`src/shared/timer_pkg.sv`:
```
package timer_pkg;
	// ****************************************
	// register map
	// ****************************************
	localparam logic [7:0] OFF_CTRL0 = 8'h00;
	localparam logic [7:0] OFF_CTRL1 = 8'h04;
	localparam logic [7:0] OFF_CMPA = 8'h08;
	localparam logic [7:0] OFF_COUNT = 8'h0C;
	localparam logic [7:0] OFF_STATUS = 8'h10;
	localparam logic [7:0] OFF_MASK = 8'h14;

	// ****************************************
	// field positions and resets
	// ****************************************
	localparam int CNT_W = 10;
	localparam int PER_W = 3;
	localparam int ON_BIT = 3;
	localparam int MODE_HI = 7;
	localparam int MODE_LO = 6;
	localparam int FUNC_HI = 5;
	localparam int FUNC_LO = 4;
	localparam int LEVEL_BIT = 3;
	localparam int INVERT_BIT = 2;
	localparam int SWAP_BIT = 1;
	localparam int CLRSEL_BIT = 0;
	localparam int FLAG_A = 0;
	localparam int FLAG_P = 1;
	localparam logic [7:0] CTRL0_RST = 8'h00;
	localparam logic [7:0] CTRL1_RST = 8'h00;
	localparam logic [9:0] CMPA_RST = 10'h000;
	localparam logic [1:0] MASK_RST = 2'h0;
	localparam logic [9:0] CNT_MAX = 10'h3FF;

	// ****************************************
	// modes and output functions
	// ****************************************
	typedef enum logic [1:0] {
		MODE_CMP = 2'b00,
		MODE_UNDEF = 2'b01,
		MODE_PWM = 2'b10,
		MODE_TC = 2'b11
	} mode_t;
	localparam logic [1:0] FUNC_NONE = 2'b00;
	localparam logic [1:0] FUNC_LOW = 2'b01;
	localparam logic [1:0] FUNC_HIGH = 2'b10;
	localparam logic [1:0] FUNC_TOGGLE = 2'b11;
	localparam logic [1:0] PWM_FORCE_OFF = 2'b00;
	localparam logic [1:0] PWM_FORCE_ON = 2'b01;
	localparam logic [1:0] PWM_RUN = 2'b10;
endpackage

```
`src/shared/timer_pin_if.sv`:
```
`timescale 1ns/100ps
interface timer_pin_if;
	import timer_pkg::*;
	mode_t mode;
	logic [1:0] out_func;
	logic level_ctl;
	logic invert;
	logic start;
	logic a_event;
	logic duty_active;
	modport ctl (output mode, out_func, level_ctl, invert, start, a_event,
		duty_active);
	modport pin (input mode, out_func, level_ctl, invert, start, a_event,
		duty_active);
endinterface

```
`src/timer_pin_stage.sv`:
```
`timescale 1ns/100ps
module timer_pin_stage
	import timer_pkg::*;
(
	input wire logic clk_i,
	input wire logic rst_i,
	timer_pin_if.pin ctl,
	output logic pin_o,
	output logic oe_o
);
	logic level;
	logic next_level;
	logic next_pin;
	logic next_oe;

	// ****************************************
	// compare state and pin drive
	// ****************************************
	always_comb begin
		next_level = level;
		if (ctl.start) begin
			next_level = ctl.level_ctl;
		end else if (ctl.a_event && ctl.mode == MODE_CMP) begin
			case (ctl.out_func)
				FUNC_LOW: next_level = 1'b0;
				FUNC_HIGH: next_level = 1'b1;
				FUNC_TOGGLE: next_level = ~level;
				default: next_level = level;
			endcase
		end
		next_pin = 1'b0;
		next_oe = 1'b0;
		case (ctl.mode)
			MODE_CMP: begin
				next_oe = 1'b1;
				next_pin = next_level ^ ctl.invert;
			end
			MODE_PWM: begin
				next_oe = 1'b1;
				// forcing the pin leaves the counter untouched
				case (ctl.out_func)
					PWM_FORCE_ON: next_pin = ctl.level_ctl ^ ctl.invert;
					PWM_RUN: next_pin = (ctl.duty_active ? ctl.level_ctl
						: ~ctl.level_ctl) ^ ctl.invert;
					default: next_pin = ~ctl.level_ctl ^ ctl.invert;
				endcase
			end
			default: begin
				// pin left to other functions, polarity irrelevant
				next_oe = 1'b0;
				next_pin = 1'b0;
			end
		endcase
	end

	always_ff @(posedge clk_i) begin
		if (rst_i) begin
			level <= 1'b0;
			pin_o <= 1'b0;
			oe_o <= 1'b0;
		end else begin
			level <= next_level;
			pin_o <= next_pin;
			oe_o <= next_oe;
		end
	end
endmodule

```
`src/compact_timer.sv`:
```
`timescale 1ns/100ps
module compact_timer
	import timer_pkg::*;
(
	input wire logic clk_i,
	input wire logic rst_i,
	input wire logic [7:0] adr_i,
	input wire logic [31:0] dat_i,
	output logic [31:0] dat_o,
	input wire logic we_i,
	input wire logic [3:0] sel_i,
	input wire logic cyc_i,
	input wire logic stb_i,
	output logic ack_o,
	input wire logic count_tick_i,
	output logic irq_o,
	output logic timer_out_pin_a_o,
	output logic timer_out_pin_b_o,
	output logic timer_pin_oe_o
);
	timer_pin_if pif ();

	logic [7:0] ctrl0;
	logic [7:0] timer_control_one;
	logic [CNT_W-1:0] compare_a_value;
	logic [CNT_W-1:0] count;
	logic [1:0] status;
	logic [1:0] mask;
	logic on_q;
	logic [7:0] next_ctrl0;
	logic [7:0] next_ctrl1;
	logic [CNT_W-1:0] next_cmpa;
	logic [CNT_W-1:0] next_count;
	logic [1:0] next_status;
	logic [1:0] next_mask;
	logic [31:0] next_dat;
	logic next_ack;
	logic next_irq;

	logic req;
	logic wr;
	logic counter_on;
	logic start;
	logic running;
	logic [PER_W-1:0] period_compare_value;
	mode_t mode;
	logic is_pwm;
	logic clear_on_a;
	logic [CNT_W:0] inc;
	logic a_hit;
	logic p_hit;
	logic a_event;
	logic p_event;
	logic status_rd;

	// ****************************************
	// helpers
	// ****************************************
	function automatic logic [7:0] merge8(input logic [7:0] old,
		input logic [7:0] wd, input logic en);
		merge8 = en ? wd : old;
	endfunction

	function automatic logic at_period(input logic [CNT_W:0] value,
		input logic [PER_W-1:0] per);
		at_period = (per != '0) &&
			(value == {1'b0, per, {(CNT_W-PER_W){1'b0}}});
	endfunction

	// ****************************************
	// decode
	// ****************************************
	assign req = cyc_i && stb_i && !ack_o;
	assign wr = req && we_i;
	assign counter_on = ctrl0[ON_BIT];
	assign period_compare_value = ctrl0[PER_W-1:0];
	assign mode = mode_t'(timer_control_one[MODE_HI:MODE_LO]);
	assign is_pwm = (mode == MODE_PWM);
	assign start = counter_on && !on_q;
	assign running = counter_on && count_tick_i;
	assign status_rd = req && !we_i && adr_i == OFF_STATUS;

	// ****************************************
	// counter and comparators
	// ****************************************
	// pwm takes its clear source from the swap bit instead
	assign clear_on_a = is_pwm ? timer_control_one[SWAP_BIT]
		: timer_control_one[CLRSEL_BIT];
	assign inc = {1'b0, count} + {{CNT_W{1'b0}}, 1'b1};
	// zero compare value never matches, so counter wraps at the top
	assign a_hit = running && compare_a_value != '0 &&
		inc[CNT_W-1:0] == compare_a_value;
	assign p_hit = running && at_period(inc, period_compare_value);
	assign a_event = a_hit;
	assign p_event = p_hit && (is_pwm || !clear_on_a);

	always_comb begin
		next_count = count;
		if (start) begin
			next_count = '0;
		end else if (running) begin
			if (clear_on_a ? a_hit : p_hit) begin
				next_count = '0;
			end else begin
				// top count rolls over to zero by itself
				next_count = inc[CNT_W-1:0];
			end
		end
	end

	// ****************************************
	// register file and bus
	// ****************************************
	always_comb begin
		next_ctrl0 = ctrl0;
		next_ctrl1 = timer_control_one;
		next_cmpa = compare_a_value;
		next_mask = mask;
		next_dat = 32'h0000_0000;
		if (wr) begin
			case (adr_i)
				OFF_CTRL0: next_ctrl0 = merge8(ctrl0, dat_i[7:0], sel_i[0]);
				OFF_CTRL1: next_ctrl1 = merge8(timer_control_one, dat_i[7:0],
					sel_i[0]);
				OFF_CMPA: begin
					next_cmpa[7:0] = merge8(compare_a_value[7:0], dat_i[7:0],
						sel_i[0]);
					if (sel_i[1]) begin
						next_cmpa[CNT_W-1:8] = dat_i[CNT_W-1:8];
					end
				end
				OFF_MASK: begin
					if (sel_i[0]) begin
						next_mask = dat_i[1:0];
					end
				end
				default: next_mask = mask;
			endcase
		end
		if (req && !we_i) begin
			case (adr_i)
				OFF_CTRL0: next_dat = {24'h000000, ctrl0};
				OFF_CTRL1: next_dat = {24'h000000, timer_control_one};
				OFF_CMPA: next_dat = {22'h000000, compare_a_value};
				OFF_COUNT: next_dat = {22'h000000, count};
				OFF_STATUS: next_dat = {30'h00000000, status};
				OFF_MASK: next_dat = {30'h00000000, mask};
				default: next_dat = 32'h0000_0000;
			endcase
		end
		next_ack = req;
		// a match in the read cycle survives the clear
		next_status = (status & ~{2{status_rd}}) | {p_event, a_event};
		next_irq = |(next_status & next_mask);
	end

	always_ff @(posedge clk_i) begin
		if (rst_i) begin
			ctrl0 <= CTRL0_RST;
			timer_control_one <= CTRL1_RST;
			compare_a_value <= CMPA_RST;
			count <= '0;
			status <= 2'h0;
			mask <= MASK_RST;
			on_q <= 1'b0;
			dat_o <= 32'h0000_0000;
			ack_o <= 1'b0;
			irq_o <= 1'b0;
		end else begin
			ctrl0 <= next_ctrl0;
			timer_control_one <= next_ctrl1;
			compare_a_value <= next_cmpa;
			count <= next_count;
			status <= next_status;
			mask <= next_mask;
			on_q <= counter_on;
			dat_o <= next_dat;
			ack_o <= next_ack;
			irq_o <= next_irq;
		end
	end

	// ****************************************
	// output pin
	// ****************************************
	assign pif.mode = mode;
	assign pif.out_func = timer_control_one[FUNC_HI:FUNC_LO];
	assign pif.level_ctl = timer_control_one[LEVEL_BIT];
	assign pif.invert = timer_control_one[INVERT_BIT];
	assign pif.start = start;
	assign pif.a_event = a_event;
	// duty compare uses whichever register does not set the period
	assign pif.duty_active = timer_control_one[SWAP_BIT] ?
		(count[CNT_W-1:CNT_W-PER_W] < period_compare_value)
		: (count < compare_a_value);

	timer_pin_stage u_pin (
		.clk_i(clk_i),
		.rst_i(rst_i),
		.ctl(pif),
		.pin_o(timer_out_pin_a_o),
		.oe_o(timer_pin_oe_o)
	);
	assign timer_out_pin_b_o = timer_out_pin_a_o;
endmodule

```
`config.mk`:
```
export PLATFORM = sky130hd
export DESIGN_NAME = compact_timer
export DESIGN_NICKNAME = d
export VERILOG_FILES = /design/src/shared/timer_pkg.sv /design/src/shared/timer_pin_if.sv /design/src/timer_pin_stage.sv /design/src/compact_timer.sv
export SDC_FILE = /design/constraint.sdc
export NUM_CORES = 1
export LEC_CHECK = 0
export ABC_CLOCK_PERIOD_IN_PS = 2400
export BUFFER_PORTS_ARGS = -buffer_cell sky130_fd_sc_hd__buf_2
export CAP_MARGIN = 20
export CORE_MARGIN = 1.5
export CORE_UTILIZATION = 45
export CTS_CLUSTER_SIZE = 8
export DETAILED_ROUTE_END_ITERATION = 8
export GPL_TIMING_DRIVEN = 0
export PLACE_DENSITY = 0.71
export SETUP_SLACK_MARGIN = 0.2
export SLEW_MARGIN = 15
export SYNTH_ARGS = -nofsm -noshare
export SYNTH_HDL_FRONTEND = slang
export SYNTH_SLANG_ARGS = --single-unit
```
`constraint.sdc`:
```
create_clock -name clk_i -period 2.4 [get_ports clk_i]
set_input_delay 0.48 -clock clk_i [delete_from_list [all_inputs] [get_ports clk_i]]
set_output_delay 0.48 -clock clk_i [all_outputs]
set_load 0.01 [all_outputs]
```
---- Yosys cells after proc, flatten, opt, wreduce, memory -nomap -nowiden ----
Index checks and enable logic that the tools add are counted.
storage, ports and cells
  bits in registers ....................... 78
  output and inout port bits .............. 37
  word-level logic and storage cells ...... 84
operators by class
  add/sub/neg operators ................... 1
  order comparisons ....................... 2
  equal/unequal tests ..................... 11
  multiplexer cells ....................... 15
  bitwise logic cells ..................... 11
  reductions and logical operators ........ 30
operator list
  kind                                                 number
  one-hot mux 10 bit (6 select lines)                  1
  equality test 8 x 4 -> 1 bit, second input constant  2
  equality test 8 x 5 -> 1 bit, second input constant  2
  logical AND 1 bit                                    13
  AND reduction 3 bit                                  4
  adder 10 x 1 -> 11 bit, second input constant        1
  equality test 11 x 10 -> 1 bit                       1
  equality test 10 bit                                 1
  < comparator 10 bit                                  1
  two-way mux 10 bit                                   1
  nonzero test 10 bit                                  1
  equality test 8 x 3 -> 1 bit, second input constant  1
  logical NOT 8 bit                                    1
  OR reduction 2 bit                                   4
  two-way mux 1 bit                                    7
  equality test 2 bit, second input constant           3
  two-way mux 2 bit                                    3
  bitwise AND 2 bit                                    2
  logical NOT 1 bit                                    4
  one-hot mux 1 bit (2 select lines)                   2
  bitwise XOR 1 bit                                    4
  < comparator 3 bit                                   1
  inverter 1 bit                                       3
  one-hot mux 1 bit (3 select lines)                   1
  other kinds (6)                                      6

---- Longest topological paths before layout ----
  depth after elaboration ................. 9
  mapped depth ............................ 10
  mapped depth without buffers ............ 9

---- Hierarchy ----
From an unflattened synthesis, not the netlist that was laid out.
unflattened totals
  cells, all modules ...................... 416
  area, all modules ....................... 3,565.9 um^2
by module, submodules not included
  module           times used  cells an instance  area an instance (um^2)  sequential area each (um^2)
  compact_timer    1           388                3,326.9                  1,061.0
  timer_pin_stage  1           28                 239.0                    60.1

---- Least setup slack after synthesis ----
No wires, ideal clock.
  kind .................................... register to register
  start point ............................. register count[1]
  end point ............................... register count[4]
  arrival ................................. 2.265 ns
  slack ................................... 0.012 ns
  stages on the path, launching flop included .. 11
  cells stage by stage .................... dfxtp_1 > ha_1 > buf_2 > nand2_1 > a21oi_1 > nand4_1 > or3_1 > a2111o_1 > buf_6 > a31oi_1 > o31ai_1
on the way
  cells in the longest elaborated chain, start to end .. 6
  elaborated cells on any way between the ends .. 8
ends and longest elaborated chain
  element                         line                  source
  from (decl)                     compact_timer.sv:26   logic [CNT_W-1:0] count;
  from (signal assigned)          compact_timer.sv:173  count <= next_count;
  adder 10 x 1 -> 11 bit *        compact_timer.sv:89   assign inc = {1'b0, count} + {{CNT_W{1'b0}}, 1'b1};
  equality test 11 x 10 -> 1 bit  compact_timer.sv:67   (value == {1'b0, per, {(CNT_W-PER_W){1'b0}}});
  logical AND 1 bit               compact_timer.sv:66   at_period = (per != '0) &&
  logical AND 1 bit               compact_timer.sv:93   assign p_hit = running && at_period(inc, period_compare_value);
  two-way mux 1 bit               compact_timer.sv:102  if (clear_on_a ? a_hit : p_hit) begin
  two-way mux 10 bit *            compact_timer.sv:102
Mark *: on every way between the ends. The rest lies on a longest branch, timed or not.
A chain may end at the register's enable or synchronous reset.

---- Final worst setup path ----
  start point ............................. register count[4]
  end point ............................... register count[4]
Same word-level chain as after synthesis.

==> run_results.csv <==
group,metric,value,unit
run,maxCapViolCount,0,
power,p_leak,2.19,nW
synthesis,syn_inst,434,
drt,num_vias,3549,
critical_path,crit_arrival,2.52,ns
drt,wl_per_cell,16.8,um
grt,grt_max_degree,19,
finish,n_antenna_cell,0,
floorplan,core-area,7850,sq um
floorplan,io_pins,87,
timing,finalCritPeriodShare,0.960,
floorplan,fp.dieH,93.7,um
timing,skew,0.0145,ns
synthesis,avgSynthCellArea,8.53,sq um
drt,dr.pass1.iters,5,
critical_path,cp_top_family,"compound AO/OA/AOI/OAI gates",
synthesis,seq_area_frac_synth,0.303,
critical_path,r2r-end,"count[4]",
drt,detail_route.iter0.violations,241,
grt,grt_pass1_vias,3351,
worst_hold_path,hold_path.class,"input pin to flip-flop",
placement,port_buffers,38,
timing,setup_viol,0,
critical_path,crit_type,"flip-flop to flip-flop",
placement,place_congestion,0.991,
clock_network,cts_buffer_depth,2,
floorplan,die-area,8780,sq um
critical_path,critPathSlowestCell,"a2111o_1",
critical_path,crit_path_start_kind,"flip-flop",
synthesis,synth_edf_count,0,
grt,grt_usage,0.243,
grt,overflow,0,
grt,antenna_found_initial,0,
drt,ant_nets,0,
critical_path,slowest_delay,0.44,ns
critical_path,crit_required,2.61,ns
clock_network,clk_pin_slew,0.11,ns
synthesis,ys_ff_latch,56,
timing,worst_pin_slew,0.722,ns
power,ir_drop,0.175,mV
clock_network,cts_hold_buffers,0,
clock_network,worstSkewPairLatency,0.32,ns
synthesis,syn_area,3700,sq um
clock_network,cts_root_buf,"clkbuf_8",
power,powerDensity,341,nW/um^2
finish,area_growth,25.6,%
critical_path,cp_max_fo,5,
clock_network,cts_buffers,5,
grt,grt_pass1_wl,16700,um
worst_hold_path,hp-start,"dat_i[8]",
worst_hold_path,hold_end,"compare_a_value[8]",
timing,timing.fmax,0.434,GHz
worst_hold_path,holdPathStages,3,
clock_network,cts_tree,"done",
timing,slew_headroom,0.519,
synthesis,ys_warn_count,0,
critical_path,crit_chain,"buf_6, buf_4, nand4_1, or2_4, xor2_1, mux2i_1, a2111o_1, buf_6, a31oi_4, o31ai_2",
critical_path,r2r_cells,10,
floorplan,rows,32,
outcome,status,"finished clean",
synthesis,async_flop_share,0,
power,finalPower,0.00159,W
critical_path,r2r-start,"count[4]",
placement,dpl.hpwl,7360,um
floorplan,initial_core_util,0.472,
floorplan,die_x,93.7,um
critical_path,reg2reg_slack,0.09,ns
critical_path,worst_path_most_repeated_cell,"buf_6",
finish,finalNetCount,593,
clock_network,h-tree-depth,2,
finish,drive_above_1_share,0.314,
drt,wl,10600,um
synthesis,synth_cell_types,60,
finish,final.fill_count,676,
critical_path,end_kind,"flip-flop",
timing,period_minus_slack,2.31,ns
placement,placed_cell_area,4110,sq um
critical_path,path_buf_inv,3,
finish,finalInstanceArea,4650,sq um
clock_network,clock_sinks,56,
drt,drc,0,
synthesis,synth-main-ff-cell,"dfxtp_1",
timing,rsz0062_at_grt,"yes",
timing,finalHoldViolations,0,
drt,vias_per_cell,5.63,
timing,drv_slew,0,
[worst max-delay path by stage]
stage | startpoint | endpoint | slack, ns | cells after the start
floorplan | count[1] | count[4] | 0.21 | 9
global placement | count[1] | count[4] | -0.18 | 10
detailed placement | count[1] | count[4] | -0.13 | 10
CTS | count[1] | count[2] | 0.14 | 9
global route | count[4] | u_pin.pin_o | -0.02 | 9
finish | count[4] | count[4] | 0.09 | 10
[cell usage after synthesis, drive strengths merged (2+ instances only)]
cell type / n / area (sq um)
xor2: 5 / 43.8
buf: 35 / 245
o21ai: 4 / 20.0
xnor2: 5 / 43.8
nand2: 38 / 143
inv: 19 / 71.3
or2: 2 / 12.5
nor3: 10 / 50.1
a22o: 2 / 17.5
and2: 2 / 15.0
a2111o: 3 / 33.8
nor3b: 3 / 22.5
o211ai: 9 / 67.6
ha: 16 / 200
and3b: 2 / 18.8
mux4: 8 / 184
nand4: 10 / 62.6
or4: 4 / 30.0
or3: 2 / 12.5
nand2b: 8 / 50.1
a31oi: 7 / 43.8
nor2: 46 / 173
a21oi: 13 / 65.1
o31ai: 4 / 30.0
dfxtp: 56 / 1120
nand3b: 3 / 22.5
nand3: 16 / 85.1
a211oi: 4 / 30.0
nor2b: 15 / 93.8
clkbuf: 11 / 41.3
nor4: 9 / 71.3
xnor3: 2 / 45.0
and3: 12 / 77.6
mux2i: 32 / 320
and4: 2 / 17.5
[stage by stage]
step | util | TNS, ns | setup slack (ns) | instances | hold WS, ns
2_1_floorplan | - | 0 | 0.212 | 455 | 0.455
3_3_place_gp | 0.524 | -1.15 | -0.181 | 595 | 0.457
3_5_place_dp | 0.524 | -0.668 | -0.133 | 595 | 0.474
4_1_cts | 0.581 | 0 | 0.141 | 626 | 0.397
5_1_grt | 0.593 | -0.0228 | -0.0228 | 630 | 0.399
6_report | 0.593 | 0 | 0.0950 | 630 | 0.397
[per-layer routing]
metal  track usage  part of all wire  vias to the layer above
met5             0                 0                        -
met4        0.0796             0.027                        0
met3        0.0340             0.081                       24
met2         0.413              0.47                      176
met1         0.317              0.42                     1655
li1              -                 -                     1694
[power breakdown]
group	total, W	switching, W	internal (W)
Sequential	0.000925	0.000000776	0.000924
Combinational	0.000125	0.0000718	0.0000535
Clock	0.000538	0.000330	0.000208
Total	0.00159	0.000402	0.00119
[flip-flops by register name, indices dropped and copies added, names as in the netlist, 2 cells and up]
| register | cells |
|---|---|
| status | 2 |
| timer_control_one | 8 |
| ctrl0 | 8 |
| dat_o | 10 |
| mask | 2 |
| count | 10 |
| compare_a_value | 10 |
[kinds of logic (layout without fill, tap and decap cells)]
group,Yosys count,count (layout),share of synthesized area
muxes,40,40,0.136
adders and majority gates,16,16,0.0541
DFF,56,56,0.303
and+or+nand+nor,188,188,0.269
AOI/OAI and AO/OA,56,56,0.105
buffers and inverters,65,138,0.0966
other,1,22,0.00101
xor gates and xnor gates,12,12,0.0358
[final cells by class]
| type | instances | area, sq um | share of cell area |
|---|---|---|---|
| repair buffers | 65 | 398 | 0.0855 |
| inverters | 19 | 71.3 | 0.0153 |
| flip-flops and latches | 56 | 1150 | 0.248 |
| plain buffers | 46 | 335 | 0.0721 |
| clock buffers | 5 | 68.8 | 0.0148 |
| clock inverters | 3 | 21.3 | 0.00457 |
| well taps | 102 | 128 | 0.0274 |
| multi-input cells | 334 | 2470 | 0.532 |
[placed cells by master (no fill, tap or decap), drive strengths merged, types with 2 or more instances in the layout]
cell / synthesis / layout
nor3b: 3 / 3
clkbuf: 11 / 17
and2: 2 / 2
buf: 35 / 99
xor2: 5 / 5
nor2b: 15 / 15
nor4: 9 / 9
a2111o: 3 / 3
and3b: 2 / 2
and3: 12 / 12
nand4: 10 / 10
mux2i: 32 / 32
o21ai: 4 / 4
xnor2: 5 / 5
a21oi: 13 / 13
xnor3: 2 / 2
o31ai: 4 / 4
or2: 2 / 2
nand3: 16 / 16
dfxtp: 56 / 56
a31oi: 7 / 7
nand3b: 3 / 3
or4: 4 / 4
or3: 2 / 2
o211ai: 9 / 9
and4: 2 / 2
a22o: 2 / 2
inv: 19 / 20
nand2: 38 / 38
conb: 1 / 22
nand2b: 8 / 8
nor2: 46 / 46
a211oi: 4 / 4
mux4: 8 / 8
ha: 16 / 16
nor3: 10 / 10
[tightest hold or removal path, cell delays in order]
cell     delay, ns
buf_2         0.07
mux2i_1       0.05
nor2_1        0.07
[repair_timing]
item	CTS	global route
cloned	1	1
resized for setup	55	16
endpoints found under the setup margin	14	14
pin swaps	23	14
buffers inserted	22	3
(Power assumes the default switching activity.)
